===== src/shared/cies_pkg.sv =====
// Functional notes
// - Return pops the stack into the program counter in two cycles and keeps all flags.
// - Halt clears the watchdog count to 00h and clears its prescaler.
// - Halt clears active-low power-down, sets active-low timeout and keeps other flags.
// - After halt the core executes nothing until a wake-up.
// - Literal subtract loads literal minus accumulator, updating carries and zero.
// - Register subtract takes register 0 to 127 minus accumulator, updating carries and zero.
// - Destination bit 0 sends a register result to the accumulator and 1 back to the register.
// - Literal XOR puts accumulator XOR literal in the accumulator and updates only zero.
// - Register XOR combines accumulator and register, routes by destination, updates only zero.
// - Nibble swap exchanges the register's two nibbles and touches no flag.
`default_nettype none
package cies_pkg;

    // ***************************************************************
    // Bus map and field positions
    // ***************************************************************
    localparam logic [11:0] ACC_OFFSET    = 12'h000;
    localparam logic [11:0] STATUS_OFFSET = 12'h004;
    localparam logic [11:0] WDOG_OFFSET   = 12'h008;
    localparam logic [11:0] CTRL_OFFSET   = 12'h00c;
    localparam logic [11:0] FILE_BASE     = 12'h200;
    localparam int          CTRL_WAKE_BIT = 0;
    localparam logic [1:0]  RESP_OKAY     = 2'h0;
    localparam logic [1:0]  RESP_SLVERR   = 2'h2;

    // ***************************************************************
    // Reset values and timing
    // ***************************************************************
    localparam logic [7:0]  ACC_RESET     = 8'h00;
    localparam logic        PD_N_RESET    = 1'h1;
    localparam logic        TO_N_RESET    = 1'h1;
    localparam logic [7:0]  WDOG_CLEARED  = 8'h00;
    localparam int          RETURN_CYCLES = 2;

    // ***************************************************************
    // Types
    // ***************************************************************
    typedef enum logic [2:0]
    {
        CIES_OP_RETURN   = 3'h0,
        CIES_OP_HALT     = 3'h1,
        CIES_OP_SUB_LIT  = 3'h2,
        CIES_OP_SUB_REG  = 3'h3,
        CIES_OP_XOR_LIT  = 3'h4,
        CIES_OP_XOR_REG  = 3'h5,
        CIES_OP_SWAP     = 3'h6,
        CIES_OP_NONE     = 3'h7
    } cies_op_t;

    typedef enum logic [2:0]
    {
        ST_IDLE   = 3'b001,
        ST_RET    = 3'b010,
        ST_ASLEEP = 3'b100
    } cies_state_t;

    typedef struct packed
    {
        cies_op_t   op;
        logic [7:0] literal;
        logic [6:0] addr;
        logic       dest;
    } cies_instr_t;

    typedef struct packed
    {
        logic timeout_flag_n;
        logic power_down_flag_n;
        logic zero_flag;
        logic digit_carry_flag;
        logic carry_flag;
    } cies_flags_t;

endpackage
`default_nettype wire


===== src/core/cies_exec_core.sv =====
`default_nettype none
module cies_exec_core
    import cies_pkg::*;
#(
    parameter int PC_W       = 13,
    parameter int PRESCALE_W = 8
)
(
    // Clock, reset and enable.
    input  wire logic              clk,
    input  wire logic              srst,
    input  wire logic              ce,
    // AXI4-Lite write channels.
    input  wire logic [11:0]       s_axi_awaddr,
    input  wire logic              s_axi_awvalid,
    output var  logic              s_axi_awready,
    input  wire logic [31:0]       s_axi_wdata,
    input  wire logic [3:0]        s_axi_wstrb,
    input  wire logic              s_axi_wvalid,
    output var  logic              s_axi_wready,
    output var  logic [1:0]        s_axi_bresp,
    output var  logic              s_axi_bvalid,
    input  wire logic              s_axi_bready,
    // AXI4-Lite read channels.
    input  wire logic [11:0]       s_axi_araddr,
    input  wire logic              s_axi_arvalid,
    output var  logic              s_axi_arready,
    output var  logic [31:0]       s_axi_rdata,
    output var  logic [1:0]        s_axi_rresp,
    output var  logic              s_axi_rvalid,
    input  wire logic              s_axi_rready,
    // Instruction issue from the sequencer.
    input  wire logic              instr_valid,
    input  wire cies_instr_t       instr,
    output var  logic              instr_ready,
    // Return stack and program counter.
    input  wire logic [PC_W-1:0]   stack_top_entry,
    output var  logic              stack_pop,
    output var  logic              pc_load,
    output var  logic [PC_W-1:0]   pc_value,
    // Power state.
    input  wire logic              wake_req,
    output var  logic              sleep_active,
    output var  cies_flags_t       flags
);

    // ***************************************************************
    // Address decode
    // ***************************************************************
    typedef enum logic [2:0]
    {
        RG_ACC    = 3'h0,
        RG_STATUS = 3'h1,
        RG_WDOG   = 3'h2,
        RG_CTRL   = 3'h3,
        RG_FILE   = 3'h4,
        RG_NONE   = 3'h5
    } cies_region_t;

    // Shared by the read and write paths so both see the same map.
    function automatic cies_region_t decode(input logic [11:0] addr);
        if (addr[1:0] != 2'h0)
            decode = RG_NONE;
        else if (addr == ACC_OFFSET)
            decode = RG_ACC;
        else if (addr == STATUS_OFFSET)
            decode = RG_STATUS;
        else if (addr == WDOG_OFFSET)
            decode = RG_WDOG;
        else if (addr == CTRL_OFFSET)
            decode = RG_CTRL;
        else if (addr[11:9] == FILE_BASE[11:9])
            decode = RG_FILE;
        else
            decode = RG_NONE;
    endfunction

    // ***************************************************************
    // State
    // ***************************************************************
    cies_state_t state_ff;
    cies_state_t nxt_state;
    logic [7:0]  acc_ff;
    logic [7:0]  file_mem [0:127];
    logic        ready_ff;
    logic        pop_ff;
    logic        load_ff;
    logic [PC_W-1:0] pc_ff;
    logic        wdog_clr;
    logic [7:0]  wdog_count;
    logic        wdog_timeout;
    cies_flags_t flags_ff;

    // AXI bookkeeping.
    logic        aw_held_ff, w_held_ff, awready_ff, wready_ff;
    logic        bvalid_ff, arready_ff, rvalid_ff;
    logic [11:0] awaddr_ff;
    logic [31:0] wdata_ff, rdata_ff;
    logic [3:0]  wstrb_ff;
    logic [1:0]  bresp_ff, rresp_ff;

    // ***************************************************************
    // Execute decode
    // ***************************************************************
    logic         issue, lit_op, reg_op, to_acc, to_file, bus_wake, wr_fire;
    logic         alu_c, alu_dc, alu_z, upd_arith, upd_zero;
    logic [7:0]   operand, alu_result;
    cies_region_t wr_region;

    assign issue   = ce && instr_valid && ready_ff && (state_ff == ST_IDLE);
    assign lit_op  = (instr.op == CIES_OP_SUB_LIT) || (instr.op == CIES_OP_XOR_LIT);
    assign reg_op  = (instr.op == CIES_OP_SUB_REG) || (instr.op == CIES_OP_XOR_REG)
                     || (instr.op == CIES_OP_SWAP);
    assign operand = lit_op ? instr.literal : file_mem[instr.addr];

    // Literal forms always land in the accumulator; register forms follow d.
    assign to_acc  = issue && (lit_op || (reg_op && !instr.dest));
    assign to_file = issue && reg_op && instr.dest;

    cies_alu u_alu
    (
        .op          (instr.op),
        .acc         (acc_ff),
        .operand     (operand),
        .result      (alu_result),
        .carry       (alu_c),
        .digit_carry (alu_dc),
        .zero        (alu_z),
        .upd_arith   (upd_arith),
        .upd_zero    (upd_zero)
    );

    assign wdog_clr = issue && (instr.op == CIES_OP_HALT);

    cies_wdog #(.PRESCALE_W(PRESCALE_W)) u_wdog
    (
        .clk        (clk),
        .srst       (srst),
        .ce         (ce),
        .clear      (wdog_clr),
        .count_ff   (wdog_count),
        .timeout_ff (wdog_timeout)
    );

    // ***************************************************************
    // Sequencing
    // ***************************************************************
    assign wr_fire   = aw_held_ff && w_held_ff && !bvalid_ff;
    assign wr_region = decode(awaddr_ff);
    assign bus_wake  = wr_fire && (wr_region == RG_CTRL) && wstrb_ff[0]
                       && wdata_ff[CTRL_WAKE_BIT];

    // Return holds the core one extra cycle; halt parks it until a wake.
    always_comb
    begin
        nxt_state = state_ff;
        case (state_ff)
            ST_IDLE:
                if (issue && (instr.op == CIES_OP_RETURN))
                    nxt_state = ST_RET;
                else if (issue && (instr.op == CIES_OP_HALT))
                    nxt_state = ST_ASLEEP;
            ST_RET:
                nxt_state = ST_IDLE;
            ST_ASLEEP:
                if (wake_req || bus_wake || wdog_timeout)
                    nxt_state = ST_IDLE;
            default:
                nxt_state = ST_IDLE;
        endcase
    end

    // State register and the issue handshake, which drops in return and sleep.
    always_ff @(posedge clk)
    begin
        if (srst)
        begin
            state_ff <= ST_IDLE;
            ready_ff <= 1'b0;
        end
        else if (ce)
        begin
            state_ff <= nxt_state;
            ready_ff <= (nxt_state == ST_IDLE);
        end
    end

    // Pop in the cycle after issue, load the program counter in the second cycle.
    always_ff @(posedge clk)
    begin
        if (srst)
        begin
            pop_ff  <= 1'b0;
            load_ff <= 1'b0;
            pc_ff   <= '0;
        end
        else if (ce)
        begin
            pop_ff  <= issue && (instr.op == CIES_OP_RETURN);
            load_ff <= (state_ff == ST_RET);
            if (issue && (instr.op == CIES_OP_RETURN))
                pc_ff <= stack_top_entry;
        end
    end

    // ***************************************************************
    // Accumulator, file registers and flags
    // ***************************************************************
    // An instruction result beats a bus write in the same cycle.
    always_ff @(posedge clk)
    begin
        if (srst)
        begin
            acc_ff <= ACC_RESET;
        end
        else if (ce)
        begin
            if (to_acc)
                acc_ff <= alu_result;
            else if (wr_fire && (wr_region == RG_ACC) && wstrb_ff[0])
                acc_ff <= wdata_ff[7:0];
        end
    end

    // The file space is plain storage, so it carries no reset.
    always_ff @(posedge clk)
    begin
        if (ce)
        begin
            if (to_file)
                file_mem[instr.addr] <= alu_result;
            else if (wr_fire && (wr_region == RG_FILE) && wstrb_ff[0])
                file_mem[awaddr_ff[8:2]] <= wdata_ff[7:0];
        end
    end

    // Return and swap leave every flag alone by never raising a mask.
    always_ff @(posedge clk)
    begin
        if (srst)
        begin
            flags_ff                   <= '0;
            flags_ff.power_down_flag_n <= PD_N_RESET;
            flags_ff.timeout_flag_n    <= TO_N_RESET;
        end
        else if (ce)
        begin
            if (issue && upd_zero)
                flags_ff.zero_flag <= alu_z;
            if (issue && upd_arith)
            begin
                flags_ff.carry_flag       <= alu_c;
                flags_ff.digit_carry_flag <= alu_dc;
            end
            if (wdog_clr)
            begin
                flags_ff.power_down_flag_n <= 1'b0;
                flags_ff.timeout_flag_n    <= 1'b1;
            end
            if (wdog_timeout)
                flags_ff.timeout_flag_n <= 1'b0;
        end
    end

    // ***************************************************************
    // AXI4-Lite slave
    // ***************************************************************
    // Address and data are taken in either order; one write is open at a time.
    always_ff @(posedge clk)
    begin
        if (srst)
        begin
            aw_held_ff <= 1'b0;
            w_held_ff  <= 1'b0;
            awready_ff <= 1'b0;
            wready_ff  <= 1'b0;
            bvalid_ff  <= 1'b0;
            bresp_ff   <= RESP_OKAY;
            awaddr_ff  <= '0;
            wdata_ff   <= '0;
            wstrb_ff   <= '0;
        end
        else if (ce)
        begin
            if (s_axi_awvalid && awready_ff)
            begin
                aw_held_ff <= 1'b1;
                awaddr_ff  <= s_axi_awaddr;
            end
            else if (wr_fire)
                aw_held_ff <= 1'b0;
            if (s_axi_wvalid && wready_ff)
            begin
                w_held_ff <= 1'b1;
                wdata_ff  <= s_axi_wdata;
                wstrb_ff  <= s_axi_wstrb;
            end
            else if (wr_fire)
                w_held_ff <= 1'b0;
            awready_ff <= !aw_held_ff && !(s_axi_awvalid && awready_ff) && !bvalid_ff
                          && !wr_fire;
            wready_ff  <= !w_held_ff && !(s_axi_wvalid && wready_ff) && !bvalid_ff
                          && !wr_fire;
            if (wr_fire)
            begin
                bvalid_ff <= 1'b1;
                bresp_ff  <= (wr_region == RG_NONE) ? RESP_SLVERR : RESP_OKAY;
            end
            else if (s_axi_bready)
                bvalid_ff <= 1'b0;
        end
    end

    // Reads answer one cycle after the address is taken.
    always_ff @(posedge clk)
    begin
        if (srst)
        begin
            arready_ff <= 1'b0;
            rvalid_ff  <= 1'b0;
            rdata_ff   <= '0;
            rresp_ff   <= RESP_OKAY;
        end
        else if (ce)
        begin
            arready_ff <= !(s_axi_arvalid && arready_ff) && !(rvalid_ff && !s_axi_rready);
            if (s_axi_arvalid && arready_ff)
            begin
                rvalid_ff <= 1'b1;
                rresp_ff  <= RESP_OKAY;
                rdata_ff  <= '0;
                case (decode(s_axi_araddr))
                    RG_ACC:    rdata_ff[7:0] <= acc_ff;
                    RG_STATUS: rdata_ff[5:0] <= {(state_ff == ST_ASLEEP), flags_ff};
                    RG_WDOG:   rdata_ff[7:0] <= wdog_count;
                    RG_FILE:   rdata_ff[7:0] <= file_mem[s_axi_araddr[8:2]];
                    RG_CTRL:   rdata_ff      <= '0;
                    default:   rresp_ff      <= RESP_SLVERR;
                endcase
            end
            else if (s_axi_rready)
                rvalid_ff <= 1'b0;
        end
    end

    // ***************************************************************
    // Outputs, all straight from flip-flops
    // ***************************************************************
    assign s_axi_awready = awready_ff;
    assign s_axi_wready  = wready_ff;
    assign s_axi_bvalid  = bvalid_ff;
    assign s_axi_bresp   = bresp_ff;
    assign s_axi_arready = arready_ff;
    assign s_axi_rvalid  = rvalid_ff;
    assign s_axi_rdata   = rdata_ff;
    assign s_axi_rresp   = rresp_ff;
    assign instr_ready   = ready_ff;
    assign stack_pop     = pop_ff;
    assign pc_load       = load_ff;
    assign pc_value      = pc_ff;
    assign sleep_active  = state_ff[2];
    assign flags         = flags_ff;

endmodule
`default_nettype wire


===== src/core/cies_alu.sv =====
`default_nettype none
module cies_alu
    import cies_pkg::*;
(
    // Operation and operands.
    input  wire cies_op_t   op,
    input  wire logic [7:0] acc,
    input  wire logic [7:0] operand,
    // Result and flags.
    output var  logic [7:0] result,
    output var  logic       carry,
    output var  logic       digit_carry,
    output var  logic       zero,
    output var  logic       upd_arith,
    output var  logic       upd_zero
);

    logic [8:0] diff;
    logic [4:0] low_diff;

    // Two's complement subtraction: operand plus inverted accumulator plus one.
    assign diff     = {1'b0, operand} + {1'b0, ~acc} + 9'h001;
    assign low_diff = {1'b0, operand[3:0]} + {1'b0, ~acc[3:0]} + 5'h01;

    // Result select and flag update masks.
    always_comb
    begin
        result    = operand;
        upd_arith = 1'b0;
        upd_zero  = 1'b0;
        case (op)
            CIES_OP_SUB_LIT, CIES_OP_SUB_REG:
            begin
                result    = diff[7:0];
                upd_arith = 1'b1;
                upd_zero  = 1'b1;
            end
            CIES_OP_XOR_LIT, CIES_OP_XOR_REG:
            begin
                result   = acc ^ operand;
                upd_zero = 1'b1;
            end
            CIES_OP_SWAP:
            begin
                result = {operand[3:0], operand[7:4]};
            end
        endcase
    end

    // Carry set means no borrow; zero tracks the final result.
    assign carry       = diff[8];
    assign digit_carry = low_diff[4];
    assign zero        = (result == 8'h00);

endmodule
`default_nettype wire


===== src/core/cies_wdog.sv =====
`default_nettype none
module cies_wdog
    import cies_pkg::*;
#(
    parameter int PRESCALE_W = 8
)
(
    // Clock and reset.
    input  wire logic       clk,
    input  wire logic       srst,
    input  wire logic       ce,
    // Control.
    input  wire logic       clear,
    // Status.
    output var  logic [7:0] count_ff,
    output var  logic       timeout_ff
);

    logic [PRESCALE_W-1:0] prescale_ff;

    // Prescaler; a clear restarts the whole chain so a halt gives a full period.
    always_ff @(posedge clk)
    begin
        if (srst || (ce && clear))
        begin
            prescale_ff <= '0;
        end
        else if (ce)
        begin
            prescale_ff <= prescale_ff + 1'b1;
        end
    end

    // Watchdog counter steps on prescaler wrap and pulses on its own wrap.
    always_ff @(posedge clk)
    begin
        if (srst)
        begin
            count_ff   <= WDOG_CLEARED;
            timeout_ff <= 1'b0;
        end
        else if (ce)
        begin
            timeout_ff <= 1'b0;
            if (clear)
            begin
                count_ff <= WDOG_CLEARED;
            end
            else if (&prescale_ff)
            begin
                count_ff   <= count_ff + 8'h01;
                timeout_ff <= &count_ff;
            end
        end
    end

endmodule
`default_nettype wire


===== config.mk =====
export PLATFORM = sky130hd
export DESIGN_NAME = cies_exec_core
export DESIGN_NICKNAME = d
export VERILOG_FILES = /design/src/shared/cies_pkg.sv /design/src/core/cies_exec_core.sv /design/src/core/cies_alu.sv /design/src/core/cies_wdog.sv
export SDC_FILE = /design/constraint.sdc
export NUM_CORES = 2
export LEC_CHECK = 0
export BUFFER_PORTS_ARGS = -buffer_cell sky130_fd_sc_hd__buf_2
export CAP_MARGIN = 20
export CORE_MARGIN = 5
export CORE_UTILIZATION = 38
export CTS_BUF_LIST = sky130_fd_sc_hd__clkbuf_16
export DETAILED_ROUTE_END_ITERATION = 12
export PLACE_DENSITY_LB_ADDON = 0.15
export SETUP_SLACK_MARGIN = 0.5
export SYNTH_ARGS = -nofsm -noshare
export SYNTH_HDL_FRONTEND = slang
export SYNTH_SLANG_ARGS = --single-unit
export TNS_END_PERCENT = 1

===== constraint.sdc =====
create_clock -name clk -period 13.48 [get_ports clk]
set_input_delay 1.348 -clock clk [delete_from_list [all_inputs] [get_ports clk]]
set_output_delay 1.348 -clock clk [all_outputs]
set_load 0.05 [all_outputs]

=== Word level (Yosys, flattened, before mapping) ===
Memories as Yosys holds them, arrays and structs flattened.
Cells that the tools add are included.

* Bits in registers: 89
* RAM bits: 1024
* Bits of input ports: 102
* Output and inout bits: 63
* Word-level logic and storage cells: 200
* Memories kept: 1

* $add $sub $neg: 6
* Equality and inequality tests: 25
* Mux-type cells: 52
* Bitwise operators: 3
* Reduce and logical (&&, ||, !) cells: 86

{| class="wikitable"
|+ Memory list
! memory !! depth !! width !! rd ports !! clocked after memory_dff !! write ports !! RTL line !! RTL
|-
| file_mem || 128 || 8 || 2 || 0 || 1 || cies_exec_core.sv:84 || <nowiki>logic [7:0] file_mem [0:127];</nowiki>
|}

{| class="wikitable"
|+ Operators with widths
! kind !! count
|-
| 12-bit by 4-bit equality test with 1-bit output (second input constant) || 4
|-
| 3-bit two-way mux || 16
|-
| 8-bit two-way mux || 6
|-
| 1-bit logical AND || 32
|-
| 2-bit AND reduction || 15
|-
| 12-bit by 3-bit equality test with 1-bit output (second input constant) || 2
|-
| 12-bit logical NOT || 2
|-
| 6-bit one-hot mux with 4 select lines || 1
|-
| 8-bit one-hot mux with 3 select lines || 1
|-
| 1-bit two-way mux || 22
|-
| 3-bit equality test (second input constant) || 7
|-
| 3-bit by 1-bit equality test with 1-bit output (second input constant) || 6
|-
| 3-bit by 2-bit equality test with 1-bit output (second input constant) || 6
|-
| 2-bit nonzero test || 9
|-
| 8-bit by 1-bit adder with 8-bit output (second input constant) || 2
|-
| 8-bit AND reduction || 2
|-
| 1-bit logical NOT || 10
|-
| 8-bit by 8-bit adder with 9-bit output || 1
|-
| 9-bit by 1-bit adder with 9-bit output (second input constant) || 1
|-
| 3-bit logical NOT || 3
|-
| 8-bit logical NOT || 1
|-
| 8-bit inverter || 1
|-
| 8-bit OR reduction || 1
|-
| 8-bit bitwise XOR || 1
|-
| 11 further kinds || 20
|}

=== Longest topological paths before layout ===
* Word-level depth: 16
* Gate-level depth with buffers: 23
* Depth with buffers taken out: 18

=== Modules after synthesis ===
A second synthesis with hierarchy kept.

* Cell total of the unflattened synthesis: 2889
* Area, all modules: 52892.0 um^2

{| class="wikitable"
|+ By module, submodules not included
! module !! times used !! cells each !! area each (um^2) !! sequential area each (um^2)
|-
| cies_exec_core || 1 || 2692 || 51285.4 || 32150.8
|-
| cies_wdog || 1 || 96 || 895.9 || 340.3
|-
| cies_alu || 1 || 101 || 710.7 || 0.0
|}

=== Least setup slack after synthesis ===
Ideal clock, no wire load.

* Path kind: input to register
* Start: input instr[2] in the netlist's numbering
* End: memory file_mem[0][7] (data pin)
* Setup time: 1.590 ns
* Arrival: 12.010 ns
* Required time: 11.890 ns
* Setup slack: -0.120 ns
* Stages: 19
* Buffers on the path: 4
* Cells stage by stage: buf_2 > buf_4 > buf_2 > buf_2 > mux4_2 > mux4_2 > o211ai_2 > nor2b_1 > a21o_1 > inv_1 > ha_1 > nor2b_1 > o21ai_0 > a21boi_0 > o21ai_0 > a21oi_1 > o21ai_0 > a311oi_1 > o41ai_1

* Longest elaborated chain between the ends: 6
* Elaborated cells between the ends (all ways): 7
* Classes of those cells: add/sub (2); mux (3); bitwise (1); memory (1)

{| class="wikitable"
|+ Ends and longest elaborated chain
! element !! RTL line !! RTL
|-
| start: declaration || cies_exec_core.sv:34 || <nowiki>input wire cies_instr_t instr,</nowiki>
|-
| memory 128 x 8 bit * || n/a ||
|-
| 8-bit two-way mux * || cies_exec_core.sv:114 || <nowiki>assign operand = lit_op ? instr.literal : file_mem[instr.addr];</nowiki>
|-
| 8-bit by 8-bit adder with 9-bit output || cies_alu.sv:22 || <nowiki>assign diff = {1'b0, operand} + {1'b0, ~acc} + 9'h001;</nowiki>
|-
| 9-bit by 1-bit adder with 9-bit output || cies_alu.sv:22 ||
|-
| 8-bit one-hot mux with 3 select lines * || cies_alu.sv:31 || <nowiki>case (op)</nowiki>
|-
| 8-bit two-way mux (no line) * || n/a ||
|-
| end: declaration || cies_exec_core.sv:84 ||
|}

Every way passes the cells marked *; elsewhere a longest branch is shown, timed or not.

=== Worst setup path after layout ===
* Start: input instr[3] in the netlist's numbering
* End: memory file_mem[54][6] (data pin)

The elaborated chain is that of the path after synthesis.

==> impl_results.md <==
- CP bufs+invs: 4
- Die height: 385 um
- Global-route usage over all layers: approximately a quarter
- Levels on crit path: 21
- Cells after synthesis: ~3,100
- Clk sinks: 1,111
- Setup violators final: 0
- R2R Path Start: file_mem[54][0]
- Vias in the first global route: approximately 33,000
- Commonest non-fill, non-tap cell in the layout: edfxtp_1
- Worst Setup SP: instr[3]
- R2r setup slk: between 6 and 7 ns
- Max-slew headroom: between 8 and 9%
- Clock skew: around 0.037 ns
- Final worst path period share: 65.8%
- Status: finished, final reports clean
- EDFF count, synth: 1,024
- Setup crit end kind: flip-flop
- Synthesized area per cell: ~17 um2
- VDD IR-drop max: around 0.10 mV
- Required time worst endpoint: 13.89 ns
- Pleak: slightly below 20 nW
- Crit-path cells: clkbuf_8 -> nand2b_1 -> buf_4 -> o22a_1 -> mux4_2 -> a221oi_1 -> a211oi_1 -> nor3_1 -> a21oi_1 -> ha_1 -> fa_1 -> nor2b_1 -> o21ai_0 -> a21boi_0 -> o21ai_0 -> and3_1 -> o211ai_1 -> o2111ai_1 -> o21ai_4 -> buf_4 -> buf_4
- Worst-margin pin slew: between 1 and 1.5 ns
- Rows: around 140
- Largest net degree at the start of global routing: 129
- CTS Root Cell: clkbuf_16
- DP Cell Count: around 5,000
- Tot Pwr: 8.01 mW
- Post-CTS setup buffers: 0
- Share of post-route cells with drive strength above 1: between 20% and 30%
- Hpwl dp: 124 mm
- Initial antenna violation count: 2
- Post-DR wirelength/cell: 35.0 um
- Worst hold stages: 2
- RR Endpoint: file_mem[54][6]
- Ys flop type: edfxtp_1
- CTS Buffer Depth: 3
- Post-route ant nets: 0
- Effective utilization at floorplan: roughly two fifths
- PortBufs: between 100 and 150
- Crit-path max FO: between 70 and 80
- Most frequent cells in the layout: edfxtp_1 (1,024), mux4_2 (496), nor2_1 (238)
- Cell mode on critical path: buf_4
- Final Cell Area: ~60,000 um2
- Ys Warns: 0
- Sequential fraction of the synthesis area: between 60% and 70%
- Area growth syn-to-layout: 12.7%
- Final-report hold violation count: 0
- Floorplan core area: about 140,000 um2
- Final TNS setup: 0 ns
- Post-Syn Area: 53,500 um2
- Worst Hold Class: flip-flop to flip-flop
- CTS tree: done
- Drt via density: around 6.2
- Layout Cells excl Fill: about 5,300
- PwrDens: between 100 and 150 nW/um2
- Vias: 32,900
- Post-layout net count: roughly 3,400
- RSZ-0062 raised after global routing: false
- Cell class contributing the biggest share of worst-path delay: compound AO/OA/AOI/OAI gates
- Clock Latency Late Sink: ~0.75 ns
- GP Congestion: roughly 0.9
- Slowest cell delay on critical path: about 1.1 ns
- Pins over their slew limit: 0
- Initial DRC count: 3,559
- WP data arrival: ~9.3 ns
- H-tree Lvls: 3
- Grt ovf: 0
- Post-CTS Hold Buffers: 0
- Count of cell types in the netlist: between 80 and 90
- Synth Register Bits: approximately 1,100
- Setup crit end: file_mem[54][6]
- Tmin final: slightly below 9 ns
- Final wirelength: 185 mm
- R2R depth: 19
- Critical path type: input port to flip-flop
- Startpoint Class: input port
- Die area: 148,000 um2
- Post-synth ARST share: 0%
- I/O pin total: ~170
- DRC: 0
- Max-Cap Viols: 0
- Final core occ: around 43%
- First-pass GRT wire length: about 260 mm
- Fmax: ~110 MHz
- Reg clk slew, reported paths: approximately 0.050 ns
- First-pass DRT Iterations: 6
- Width of the die: between 300 and 400 um
- Dpl cell area: ~56,000 um2
- Slowest-stage cell, CP: a221oi_1
- Number of CTS-inserted buffers: 120
- CTS resizes: 0
-- worst min path at each step --
| stage | startpoint | endpoint | slack, ns |
|---|---|---|---|
| after floorplan | awaddr_ff[10] | awaddr_ff[10] | 0.44 |
| after global placement | pc_value[4] | pc_value[4] | 0.44 |
| after detailed placement | pc_value[6] | pc_value[6] | 0.45 |
| after CTS | s_axi_rresp[1] | s_axi_rresp[1] | 0.45 |
| after global routing | s_axi_rresp[1] | s_axi_rresp[1] | 0.47 |
| final | pc_value[6] | pc_value[6] | 0.45 |
-- cells in the mapped netlist (20+ instances only) --
master	instances	area, um2
a211oi_1	22	165
a21oi_1	92	460
a221oi_1	36	315
a22oi_1	66	495
and3_1	24	150
buf_1	20	75.1
buf_2	75	375
buf_4	47	353
clkbuf_1	91	342
dfxtp_1	87	1740
edfxtp_1	1024	30700
inv_1	32	120
mux2i_1	164	1640
mux4_2	496	11200
nand2_1	179	672
nand3_1	32	160
nor2_1	240	901
nor2b_1	21	131
nor3_1	24	120
o21ai_0	55	275
o221ai_1	33	289
or2_2	27	169
-- per-layer routing --
metal / up-vias / track usage (%) / part of all wire [%]
met5: - / 0 / 0
met4: 0 / 11.2 / 5.3
met3: 371 / 6.14 / 9.0
met2: 1704 / 38.9 / 46
met1: 17400 / 32.4 / 39
li1: 13400 / - / -
-- per-stage QoR --
step	hold slack (ns)	worst slack, ns
after global placement	0.443	4.18
after global routing	0.466	4.34
after detailed placement	0.445	4.12
after CTS	0.453	4.92
final	0.452	4.62
after floorplan	0.436	2.51
-- tightest hold or removal path, stage by stage, from the launching register on --
cell and delay [ns]:
dfxtp_1 0.30, nand2_1 0.05, a21oi_1 0.05
-- flip-flops by register name (all words and copies together), names as in the netlist, 3 cells and up --
register            cells
pc_value               13
wdata_ff                8
s_axi_rdata             8
state_ff                3
awaddr_ff              12
flags                   5
u_wdog.count_ff         8
file_mem             1024
acc_ff                  8
u_wdog.prescale_ff      8
-- final cells by class --
type	instances	area, um2
well taps	1876	2350
repair buffers	266	2010
clock buffers	121	3030
multi-input cells	1765	19600
flip-flops and latches	1111	32500
diodes	3	7.51
clock inverters	102	738
inverters	36	135
fillers	12100	79300
-- cells by family after synthesis --
logic type	count (synthesis)	synth area share, %
adder cells (fa/ha/maj)	11	0.271
other	1	0.00700
XOR/XNOR	13	0.213
buffers and inverters	295	3.05
AND/OR/NAND/NOR	601	5.05
multiplexers	691	25.1
AO/OA/AOI/OAI	423	5.63
flip-flops	1111	60.7
-- power breakdown --
group / switching (mW) / total (mW) / internal [mW]
sequential: 0.00553 / 3.93 / 3.93
combinational: 0.617 / 0.885 / 0.267
clock: 1.40 / 3.20 / 1.79
total: 2.03 / 8.01 / 5.99
Note: power is estimated with default switching activity, not from simulation.
